$ cat src/rtl/touch_regs_pkg.sv
// Constants shared by the touch controller host register bank.
// Assumes a register port fed by the serial slave front end on the same clock.
package touch_regs_pkg;

   // ----------------------------------------------------------------
   // Register offsets
   // ----------------------------------------------------------------
   localparam logic [7:0] ADDR_INTERRUPT_SOURCE = 8'h00;
   localparam logic [7:0] ADDR_OP_MODE_COMP = 8'h09;
   localparam logic [7:0] ADDR_OUTPUT_ON_OFF = 8'h0a;
   localparam logic [7:0] ADDR_PWM_PIN_SELECT = 8'h0b;
   localparam logic [7:0] ADDR_PWM_PIN_LEVEL = 8'h0c;
   localparam logic [7:0] ADDR_GATEWAY_CFG = 8'h0d;
   localparam logic [7:0] ADDR_GATEWAY_BASE = 8'h0e;
   localparam logic [7:0] ADDR_KEY_HI = 8'hac;
   localparam logic [7:0] ADDR_KEY_LO = 8'had;
   localparam logic [7:0] ADDR_CHIP_RESET = 8'hb1;

   // ----------------------------------------------------------------
   // Field positions and codes
   // ----------------------------------------------------------------
   localparam int COMP_BIT = 2;
   localparam int MODE_LSB = 0;
   localparam int IF_MODE_LSB = 4;
   localparam int DIR_BIT = 3;
   localparam int FLAG_MODE = 0;
   localparam int FLAG_COMP = 1;
   localparam int FLAG_PARAM_WR = 5;
   localparam int WR_DONE_BIT = 6;

   typedef enum logic [1:0] {
      OPM_ACTIVE = 2'h0,
      OPM_DOZE = 2'h1,
      OPM_SLEEP = 2'h2,
      OPM_RESERVED = 2'h3
   } op_mode_t;

   localparam logic [1:0] IF_NORMAL = 2'h0;
   localparam logic [1:0] IF_PARAM = 2'h1;

   // ----------------------------------------------------------------
   // Reset values, keys and sizes
   // ----------------------------------------------------------------
   localparam logic [7:0] BYTE_ZERO = 8'h00;
   localparam logic [2:0] PIN_SEL_RESET = 3'h0;
   localparam logic [7:0] BASE_RESET = 8'h00;
   localparam logic [7:0] BASE_MAX = 8'h78;
   localparam logic [7:0] BASE_ALIGN_MASK = 8'h78;
   localparam logic [7:0] RESET_KEY_FIRST = 8'hde;
   localparam logic [7:0] RESET_KEY_SECOND = 8'h00;
   localparam logic [7:0] BURN_KEY_HI = 8'h62;
   localparam logic [7:0] BURN_KEY_LO = 8'h9d;
   localparam logic [7:0] BURST_LAST = 8'h07;
   localparam logic [7:0] BURST_FULL_MASK = 8'hff;
   localparam int NUM_PINS = 8;

endpackage

$ cat src/rtl/touch_ctrl_spm_gateway_regs.sv
// Host register bank of the touch controller: mode and compensation control,
// plain output on/off control, per-pin PWM intensity, chip reset trigger,
// and the gateway into the shadow parameter memory.
// Assumes a serial slave front end that presents one decoded register access
// per strobe, and a parameter memory that answers a read within the cycle
// in which its registered address and read strobe stand, both on clk.
//
// Notes on behaviour
// RULE_01: Host writes zeros to mode register bits 7:3; reads may return anything.
// RULE_02: Mode register bit 2 reads 1 while compensating; writing 1 starts one.
// RULE_03: Mode field 00 active after reset, 01 doze, 10 sleep, 11 reserved.
// RULE_04: After asking for active or doze, host waits for interrupt or 300 ms.
// RULE_05: With automatic lighting off, output bits pick on or off intensity.
// RULE_06: Output control bits of pins that are not plain outputs are ignored.
// RULE_07: Output control register resets from the power-up output state parameter.
// RULE_08: Three-bit selector picks which PWM pin intensity accesses use; resets to 0.
// RULE_09: Intensity write sets selected pin index 0 to 255; read returns it.
// RULE_10: After power-up each PWM index equals on or off intensity per parameter.
// RULE_11: Write 0xDE then immediately 0x00 to the reset register resets the chip.
// RULE_12: Gateway bits 5:4 choose normal (reset) or parameter memory mode.
// RULE_13: Gateway bit 3 chooses direction: 0 write after reset, 1 read.
// RULE_14: Gateway base is a multiple of eight from 0x00 to 0x78; resets 0x00.
// RULE_15: Every parameter memory transfer moves exactly eight bytes from the base; the bank passes each byte on alone and only withholds the commit pulse.
// RULE_16: Burn unlocks only after high key 0x62 and low key 0x9D are written.
// RULE_17: Block write: mode, base, eight bytes at 0 to 7, then 000 to bits 5:3.
// RULE_18: Whole memory is written by sixteen block writes with bases 0x00 to 0x78.
// RULE_19: An effective block write asserts the active-low interrupt output.
// RULE_20: Any host read clears the write interrupt and the write-done status bit.
// RULE_21: Parameter write interrupt flag, bit 5, sets when a block write takes effect.
// RULE_22: Compensation flag, bit 1, sets whenever a compensation procedure finishes.
// RULE_23: Mode flag, bit 0, sets on actually entering active or doze on request.
// RULE_24: In parameter mode addresses 0 to 7 reach memory at base plus offset.
// RULE_25: Reserved gateway bits 7:6 and 2:0 ignore writes and stay zero.
`timescale 1ns/1ps

module touch_ctrl_spm_gateway_regs (
   input wire logic clk,
   input wire logic srst,
   input wire logic reg_wr,
   input wire logic reg_rd,
   input wire logic [7:0] reg_addr,
   input wire logic [7:0] reg_wdata,
   output logic [7:0] reg_rdata,
   output logic reg_rvalid,
   output logic [7:0] spm_addr,
   output logic [7:0] spm_wdata,
   output logic spm_we,
   output logic spm_re,
   input wire logic [7:0] spm_rdata,
   output logic spm_block_commit,
   input wire logic [7:0] powerup_output_state,
   input wire logic [7:0] on_level,
   input wire logic [7:0] off_level,
   input wire logic [7:0] plain_output_pin,
   input wire logic autolight_en,
   output logic [1:0] op_mode,
   output logic mode_change_req,
   input wire logic mode_entered,
   output logic comp_start,
   input wire logic comp_done,
   output logic [63:0] pwm_level,
   output logic burn_unlocked,
   output logic chip_reset,
   output logic [7:0] interrupt_source,
   output logic write_done,
   output logic irq_n
);
   import touch_regs_pkg::*;

   // ----------------------------------------------------------------
   // Access decode
   // ----------------------------------------------------------------
   function automatic logic hit(input logic [7:0] a, input logic [7:0] ref_a);
      hit = (a == ref_a);
   endfunction

   op_mode_t mode_r;
   logic comp_busy_r;
   logic mode_req_pend_r;
   logic [7:0] gpo_ctrl_r;
   logic [2:0] pin_sel_r;
   logic [7:0] level_r [NUM_PINS];
   logic [1:0] if_mode_r;
   logic dir_rd_r;
   logic [7:0] base_r;
   logic [7:0] key_hi_r;
   logic [7:0] key_lo_r;
   logic reset_armed_r;
   logic [7:0] burst_seen_r;
   logic [7:0] flags_r;
   logic wr_done_r;
   logic rd_pend_r;
   logic rd_from_spm_r;
   logic [7:0] rd_stage_r;
   logic in_param_win;
   logic param_wr;
   logic param_rd;
   logic reg_wr_n;
   logic reg_rd_n;
   logic gw_end_wr;
   logic [7:0] rd_mux;

   // Rule 24 window: only offsets 0 to 7 divert while parameter mode is on.
   // RULE_24: gateway address window
   assign in_param_win = (if_mode_r == IF_PARAM) && (reg_addr <= BURST_LAST);
   assign param_wr = reg_wr && in_param_win && !dir_rd_r;
   assign param_rd = reg_rd && in_param_win && dir_rd_r;
   assign reg_wr_n = reg_wr && !in_param_win;
   assign reg_rd_n = reg_rd && !in_param_win;
   assign gw_end_wr = reg_wr_n && hit(reg_addr, ADDR_GATEWAY_CFG)
      && (reg_wdata[5:3] == 3'h0);

   // ----------------------------------------------------------------
   // Operating mode and compensation
   // ----------------------------------------------------------------
   // RULE_01: reserved bits dropped
   // RULE_03: mode field select
   always_ff @(posedge clk) begin
      if (srst) begin
         mode_r <= OPM_ACTIVE;
         mode_req_pend_r <= 1'b0;
         mode_change_req <= 1'b0;
      end else begin
         mode_change_req <= 1'b0;
         if (reg_wr_n && hit(reg_addr, ADDR_OP_MODE_COMP)
               && (op_mode_t'(reg_wdata[MODE_LSB +: 2]) != OPM_RESERVED)) begin
            mode_r <= op_mode_t'(reg_wdata[MODE_LSB +: 2]);
            mode_change_req <= 1'b1;
            mode_req_pend_r <= (op_mode_t'(reg_wdata[MODE_LSB +: 2]) != OPM_SLEEP);
         end else if (mode_entered) begin
            mode_req_pend_r <= 1'b0;
         end
      end
   end

   // RULE_02: compensation start and busy
   always_ff @(posedge clk) begin
      if (srst) begin
         comp_busy_r <= 1'b0;
         comp_start <= 1'b0;
      end else begin
         comp_start <= reg_wr_n && hit(reg_addr, ADDR_OP_MODE_COMP) && reg_wdata[COMP_BIT];
         if (reg_wr_n && hit(reg_addr, ADDR_OP_MODE_COMP) && reg_wdata[COMP_BIT]) begin
            comp_busy_r <= 1'b1;
         end else if (comp_done) begin
            comp_busy_r <= 1'b0;
         end
      end
   end

   assign op_mode = mode_r;

   // ----------------------------------------------------------------
   // Outputs: on/off control, pin selector, intensities
   // ----------------------------------------------------------------
   // RULE_07: reset from power-up state
   always_ff @(posedge clk) begin
      if (srst) begin
         gpo_ctrl_r <= powerup_output_state;
      end else if (reg_wr_n && hit(reg_addr, ADDR_OUTPUT_ON_OFF)) begin
         gpo_ctrl_r <= reg_wdata;
      end
   end

   // RULE_08: pin selector
   always_ff @(posedge clk) begin
      if (srst) begin
         pin_sel_r <= PIN_SEL_RESET;
      end else if (reg_wr_n && hit(reg_addr, ADDR_PWM_PIN_SELECT)) begin
         pin_sel_r <= reg_wdata[2:0];
      end
   end

   // A host intensity write and an on/off write in the same cycle cannot
   // happen, since the front end presents one access at a time.
   for (genvar i = 0; i < NUM_PINS; i++) begin : g_pin
      always_ff @(posedge clk) begin
         if (srst) begin
            // RULE_10: power-up intensity choice
            level_r[i] <= powerup_output_state[i] ? on_level : off_level;
         end else if (reg_wr_n && hit(reg_addr, ADDR_PWM_PIN_LEVEL)
               && (pin_sel_r == 3'(i))) begin
            // RULE_09: intensity write
            level_r[i] <= reg_wdata;
         end else if (reg_wr_n && hit(reg_addr, ADDR_OUTPUT_ON_OFF)
               && !autolight_en && plain_output_pin[i]) begin
            // RULE_05: on/off drives intensity
            // RULE_06: non-output pins ignored
            level_r[i] <= reg_wdata[i] ? on_level : off_level;
         end
      end
      assign pwm_level[8 * i +: 8] = level_r[i];
   end

   // ----------------------------------------------------------------
   // Chip reset trigger and burn keys
   // ----------------------------------------------------------------
   // RULE_11: two-write reset sequence
   always_ff @(posedge clk) begin
      if (srst) begin
         reset_armed_r <= 1'b0;
         chip_reset <= 1'b0;
      end else begin
         chip_reset <= reg_wr_n && hit(reg_addr, ADDR_CHIP_RESET) && reset_armed_r
            && (reg_wdata == RESET_KEY_SECOND);
         if (reg_wr) begin
            reset_armed_r <= reg_wr_n && hit(reg_addr, ADDR_CHIP_RESET)
               && (reg_wdata == RESET_KEY_FIRST);
         end
      end
   end

   always_ff @(posedge clk) begin
      if (srst) begin
         key_hi_r <= BYTE_ZERO;
         key_lo_r <= BYTE_ZERO;
      end else begin
         if (reg_wr_n && hit(reg_addr, ADDR_KEY_HI)) begin
            key_hi_r <= reg_wdata;
         end
         if (reg_wr_n && hit(reg_addr, ADDR_KEY_LO)) begin
            key_lo_r <= reg_wdata;
         end
      end
   end

   // RULE_16: burn unlock keys
   always_ff @(posedge clk) begin
      if (srst) begin
         burn_unlocked <= 1'b0;
      end else begin
         burn_unlocked <= (key_hi_r == BURN_KEY_HI) && (key_lo_r == BURN_KEY_LO);
      end
   end

   // ----------------------------------------------------------------
   // Parameter memory gateway
   // ----------------------------------------------------------------
   // RULE_12: interface mode select
   // RULE_13: direction select
   // RULE_25: reserved bits held zero
   always_ff @(posedge clk) begin
      if (srst) begin
         if_mode_r <= IF_NORMAL;
         dir_rd_r <= 1'b0;
      end else if (reg_wr_n && hit(reg_addr, ADDR_GATEWAY_CFG)) begin
         if_mode_r <= reg_wdata[IF_MODE_LSB +: 2];
         dir_rd_r <= reg_wdata[DIR_BIT];
      end
   end

   // The low three bits are dropped so that a burst can never straddle
   // two blocks; values past the top are clamped to the last block.
   // RULE_14: aligned base
   always_ff @(posedge clk) begin
      if (srst) begin
         base_r <= BASE_RESET;
      end else if (reg_wr_n && hit(reg_addr, ADDR_GATEWAY_BASE)) begin
         base_r <= (reg_wdata > BASE_MAX) ? BASE_MAX : (reg_wdata & BASE_ALIGN_MASK);
      end
   end

   // RULE_15: eight-byte burst tracking
   // RULE_17: block terminated by 000
   always_ff @(posedge clk) begin
      if (srst) begin
         burst_seen_r <= BYTE_ZERO;
         spm_block_commit <= 1'b0;
      end else begin
         spm_block_commit <= gw_end_wr && (burst_seen_r == BURST_FULL_MASK);
         if (gw_end_wr || (reg_wr_n && hit(reg_addr, ADDR_GATEWAY_BASE))) begin
            burst_seen_r <= BYTE_ZERO;
         end else if (param_wr) begin
            burst_seen_r[reg_addr[2:0]] <= 1'b1;
         end
      end
   end

   // Memory side: one strobe per byte, address already offset from base.
   // RULE_24: base plus offset
   always_ff @(posedge clk) begin
      if (srst) begin
         spm_addr <= BYTE_ZERO;
         spm_wdata <= BYTE_ZERO;
         spm_we <= 1'b0;
         spm_re <= 1'b0;
      end else begin
         spm_we <= param_wr;
         spm_re <= param_rd;
         if (param_wr || param_rd) begin
            spm_addr <= base_r | {5'h0, reg_addr[2:0]};
            spm_wdata <= reg_wdata;
         end
      end
   end

   // ----------------------------------------------------------------
   // Event flags and interrupt line
   // ----------------------------------------------------------------
   // A set in the same cycle as a read-clear wins, so no event is lost.
   always_ff @(posedge clk) begin
      if (srst) begin
         flags_r <= BYTE_ZERO;
         wr_done_r <= 1'b0;
      end else begin
         // RULE_20: read clears write flag
         if (reg_rd) begin
            flags_r[FLAG_PARAM_WR] <= 1'b0;
            wr_done_r <= 1'b0;
         end
         if (reg_rd_n && hit(reg_addr, ADDR_INTERRUPT_SOURCE)) begin
            flags_r[FLAG_MODE] <= 1'b0;
            flags_r[FLAG_COMP] <= 1'b0;
         end
         // RULE_21: parameter write flag
         if (spm_block_commit) begin
            flags_r[FLAG_PARAM_WR] <= 1'b1;
            wr_done_r <= 1'b1;
         end
         // RULE_22: compensation flag
         if (comp_done) begin
            flags_r[FLAG_COMP] <= 1'b1;
         end
         // RULE_23: mode flag
         if (mode_entered && mode_req_pend_r) begin
            flags_r[FLAG_MODE] <= 1'b1;
         end
      end
   end

   // RULE_19: active-low interrupt
   always_ff @(posedge clk) begin
      if (srst) begin
         irq_n <= 1'b1;
      end else begin
         irq_n <= !(|flags_r);
      end
   end

   assign interrupt_source = flags_r;
   assign write_done = wr_done_r;

   // ----------------------------------------------------------------
   // Read path
   // ----------------------------------------------------------------
   // All reads answer two cycles after the strobe so that memory reads
   // and register reads share one latency.
   always_comb begin
      rd_mux = BYTE_ZERO;
      unique case (1'b1)
         hit(reg_addr, ADDR_INTERRUPT_SOURCE): rd_mux = flags_r;
         hit(reg_addr, ADDR_OP_MODE_COMP): rd_mux = {5'h0, comp_busy_r, mode_r};
         hit(reg_addr, ADDR_OUTPUT_ON_OFF): rd_mux = gpo_ctrl_r;
         hit(reg_addr, ADDR_PWM_PIN_SELECT): rd_mux = {5'h0, pin_sel_r};
         hit(reg_addr, ADDR_PWM_PIN_LEVEL): rd_mux = level_r[pin_sel_r];
         hit(reg_addr, ADDR_GATEWAY_CFG): rd_mux = {2'h0, if_mode_r, dir_rd_r, 3'h0};
         hit(reg_addr, ADDR_GATEWAY_BASE): rd_mux = base_r;
         hit(reg_addr, ADDR_KEY_HI): rd_mux = key_hi_r;
         hit(reg_addr, ADDR_KEY_LO): rd_mux = key_lo_r;
         default: rd_mux = BYTE_ZERO;
      endcase
   end

   always_ff @(posedge clk) begin
      if (srst) begin
         rd_pend_r <= 1'b0;
         rd_from_spm_r <= 1'b0;
         rd_stage_r <= BYTE_ZERO;
         reg_rdata <= BYTE_ZERO;
         reg_rvalid <= 1'b0;
      end else begin
         rd_pend_r <= reg_rd;
         rd_from_spm_r <= param_rd;
         if (reg_rd) begin
            rd_stage_r <= in_param_win ? BYTE_ZERO : rd_mux;
         end
         reg_rvalid <= rd_pend_r;
         if (rd_pend_r) begin
            reg_rdata <= rd_from_spm_r ? spm_rdata : rd_stage_r;
         end
      end
   end

endmodule

$ cat config.mk
export PLATFORM = sky130hd
export DESIGN_NAME = touch_ctrl_spm_gateway_regs
export DESIGN_NICKNAME = d
export VERILOG_FILES = /design/src/rtl/touch_regs_pkg.sv /design/src/rtl/touch_ctrl_spm_gateway_regs.sv
export SDC_FILE = /design/constraint.sdc
export NUM_CORES = 1
export LEC_CHECK = 0
export BUFFER_PORTS_ARGS = -buffer_cell sky130_fd_sc_hd__buf_4
export CAP_MARGIN = 20
export CORE_MARGIN = 2
export CORE_UTILIZATION = 57
export CTS_CLUSTER_DIAMETER = 100
export DETAILED_ROUTE_END_ITERATION = 7
export PLACE_DENSITY = 0.81
export SYNTH_ARGS = -nofsm -noshare
export SYNTH_HDL_FRONTEND = slang
export SYNTH_SLANG_ARGS = --single-unit
$ cat constraint.sdc
create_clock -name clk -period 3.1 [get_ports clk]
set_input_delay 0.31 -clock clk [delete_from_list [all_inputs] [get_ports clk]]
set_output_delay 0.31 -clock clk [all_outputs]
set_load 0.01 [all_outputs]
==> impl_metrics.csv <==
group,metric,value,unit
outcome,status,"complete, no violations",
timing,fin_skew,0.007524,ns
floorplanning,pin_count,171,
synthesis,ys.flop_type,"dfxtp_1",
drt,drt_iter0_drc,1281,
worst_hold_path,hold_path.class,"input pin to flop",
power,ir_drop,0.0004072,V
clocking,cts.reportedPaths.clkPinSlew,0.07,ns
clocking,cts.sinks,158,
worst_hold_path,min_path_cells,3,
grt,grt-ovfl-total,0,
drt,wl_per_cell,23.37,µm
synthesis,synth_cell_types,61,
grt,grt_pass1_vias,8472,
finish,drive_gt1_frac,0.2411,
synthesis,synthArstFlopShare,0,
critical_path,required,3.41,ns
clocking,cts-root-buf,"clkbuf_16",
finish,fillers,1267,
power,leakagePower,4.630,nW
floorplanning,dieArea,0.01817,mm²
job,max-cap-violations,0,
finish,antenna_cells,0,
drt,drt_pass1_iterations,7,
critical_path,crit_arrival,2.86,ns
floorplanning,fp-row-count,47,
grt,grt_usage,0.3477,
critical_path,crit_path_max_fanout,18,
synthesis,syn_avg_cell_area,9.451,µm²
critical_path,path_cells,"nor4b_1, nand4_1, and3b_1, a32oi_1, o211a_1",
clocking,clock_latency,0.44,ns
drt,drc_errors,0,
timing,holdWs,0.1155,ns
drt,ant_nets,0,
placement,hpwlAfterDp,21.52,mm
clocking,numCtsBuffers,17,
grt,grt_pass1_wl,48.07,mm
floorplanning,initial_utilization,0.5860,
critical_path,setup.worst_path.end_class,"flop",
floorplanning,core,0.01664,mm²
timing,final-max-slew-violation-count,0,
drt,via_per_inst,6.772,
critical_path,criticalPathCategory,"flop to flop",
finish,final_net_count,1199,
clocking,clockBufferDepth,2,
synthesis,synthCells,1032,
synthesis,synth.cell_area,0.009753,mm²
placement,place_congestion,0.9741,
finish,syn_to_final_growth,19.02,%
critical_path,cp-start-kind,"flop",
drt,wl,31.99,mm
timing,fin_tns_setup,0,ns
timing,rsz0062_at_grt,"no",
critical_path,slowest_delay,0.67,ns
floorplanning,die_h,134.8,µm
placement,dp_cells,1337,
critical_path,rr_worst_depth,5,
timing,relSlewSlack,0.4820,
clocking,cts_resized,0,
drt,vias,9271,
timing,hold_viol,0,
synthesis,synth-seq-cells,158,
clocking,post-cts-setup-buffer-count,0,
grt,grt_max_degree,43,
synthesis,synth_edf_count,72,
timing,setup_viol,0,
timing,fmax,392.1,MHz
finish,final-instance-count-excl-fill,1369,
clocking,cts_tree,"built",
clocking,h-tree-depth,4,
timing,fin_crit,2.551,ns
clocking,postCtsHoldBufs,0,
power,power_density,443.2,mW/mm²
placement,port_buffers,164,
timing,worst_pin_slew,0.7770,ns
floorplanning,die_w,134.8,µm
synthesis,yosys_warnings,0,
timing,fin_crit_sh,0.8228,
finish,final_common_cell,"buf_4",
critical_path,cp_slowest_cell,"dfxtp_1",
synthesis,seq_area_frac_synth,0.3982,
grt,antenna_found_initial,0,
finish,mostFrequentLayoutCells,"buf_4 (199), mux2i_1 (159), nor2_1 (93), dfxtp_1 (86), nand2_1 (80)",
[through the flow]
stage                     instance area [µm²]  worst slack [ns]    util  power [mW]
after floorplan                          9772            0.6644       -       2.822
after global placement                  11060            0.5589  0.6645       3.151
after detailed placement                11060            0.4965  0.6645       3.168
after CTS                               11610            0.5825  0.6975       5.122
after global routing                    11610            0.4006  0.6975       5.273
final                                   11610            0.5494  0.6975       5.145
[synth_stat cells, drive strengths merged (3+ instances only)]
cell type | instances | share of area
nor3b | 8 | 0.0062
nand3 | 18 | 0.0092
a2111oi | 4 | 0.0036
edfxtp | 72 | 0.22
and4 | 5 | 0.0045
dfxtp | 86 | 0.18
nand4 | 24 | 0.015
inv | 7 | 0.0027
a31oi | 7 | 0.0045
a22oi | 13 | 0.010
nor4 | 8 | 0.0067
a21oi | 24 | 0.012
clkbuf | 85 | 0.033
nand2 | 80 | 0.031
mux2 | 15 | 0.017
nor2b | 9 | 0.0058
buf | 34 | 0.018
nor4b | 11 | 0.011
a211oi | 13 | 0.010
o211ai | 56 | 0.043
and3b | 6 | 0.0054
nor2 | 93 | 0.036
and3 | 7 | 0.0045
o31a | 3 | 0.0027
or3b | 4 | 0.0036
o31ai | 3 | 0.0023
nor4bb | 3 | 0.0031
a211o | 8 | 0.0072
o32ai | 3 | 0.0027
o21ai | 71 | 0.036
nand2b | 11 | 0.0071
mux2i | 159 | 0.16
o211a | 3 | 0.0031
mux4 | 16 | 0.037
or2 | 4 | 0.0026
a32oi | 3 | 0.0027
o21a | 3 | 0.0023
or3 | 3 | 0.0019
nor3 | 27 | 0.017
nand3b | 4 | 0.0031
[path summary, 6_finish.rpt]
| path | startpoint | end | slack [ns] |
|---|---|---|---|
| min | comp_done | interrupt_source[1] | 0.12 |
| max | pin_sel_r[1] | level_r[2][2] | 0.55 |
| max reg2reg | pin_sel_r[1] | level_r[2][2] | 0.55 |
| min reg2reg | rd_stage_r[3] | rd_stage_r[3] | 0.46 |
[cell families after synthesis]
family                 Yosys count  share of synthesized area
AND/OR/NAND/NOR                332                     0.1788
AO/OA/AOI/OAI                  223                     0.1504
multiplexers                   190                     0.2174
flip-flops                     158                     0.3982
buffers and inverters          127                    0.05388
XOR/XNOR                         1                  0.0008982
other                            1                  0.0003845
[state kept, by name, indices dropped and copies added, names as in the netlist, 8 cells and up, named ones only]
signal / flops
spm_wdata: 8
level_r: 64
burst_seen_r: 8
reg_rdata: 8
key_hi_r: 8
key_lo_r: 8
gpo_ctrl_r: 8
rd_stage_r: 8
[cell type report]
type,instances,area (µm²),area share
multi-input combinational,752,5375,0.4630
sequential,158,3884,0.3346
timing repair buffer,199,1494,0.1287
clock buffer,18,429.2,0.03697
tap,220,275.3,0.02371
clock inverter,14,121.4,0.01045
inverter,8,30.03,0.002587
[power breakdown]
group	switching [mW]	leakage, nW	total [mW]	internal [mW]
combinational	0.463	2.96	0.799	0.336
sequential	0.0678	1.40	2.35	2.29
clock	0.942	0.267	1.99	1.05
total	1.47	4.63	5.15	3.67
[layer usage]
layer,vias to the layer above,wire (µm),track usage
met5,-,0,0
met4,0,1314,0.1474
met3,117,4374,0.08221
met2,706,14170,0.5299
met1,4375,12130,0.4763
li1,4073,-,-
[worst max-delay path: cells and delay by family (launching register included)]
family | cells | cell delay (ns)
DFF | 1 | 0.67
and+or+nand+nor | 3 | 1.42
AOI/OAI and AO/OA | 2 | 0.33
Power figures use the tool's default switching activity.
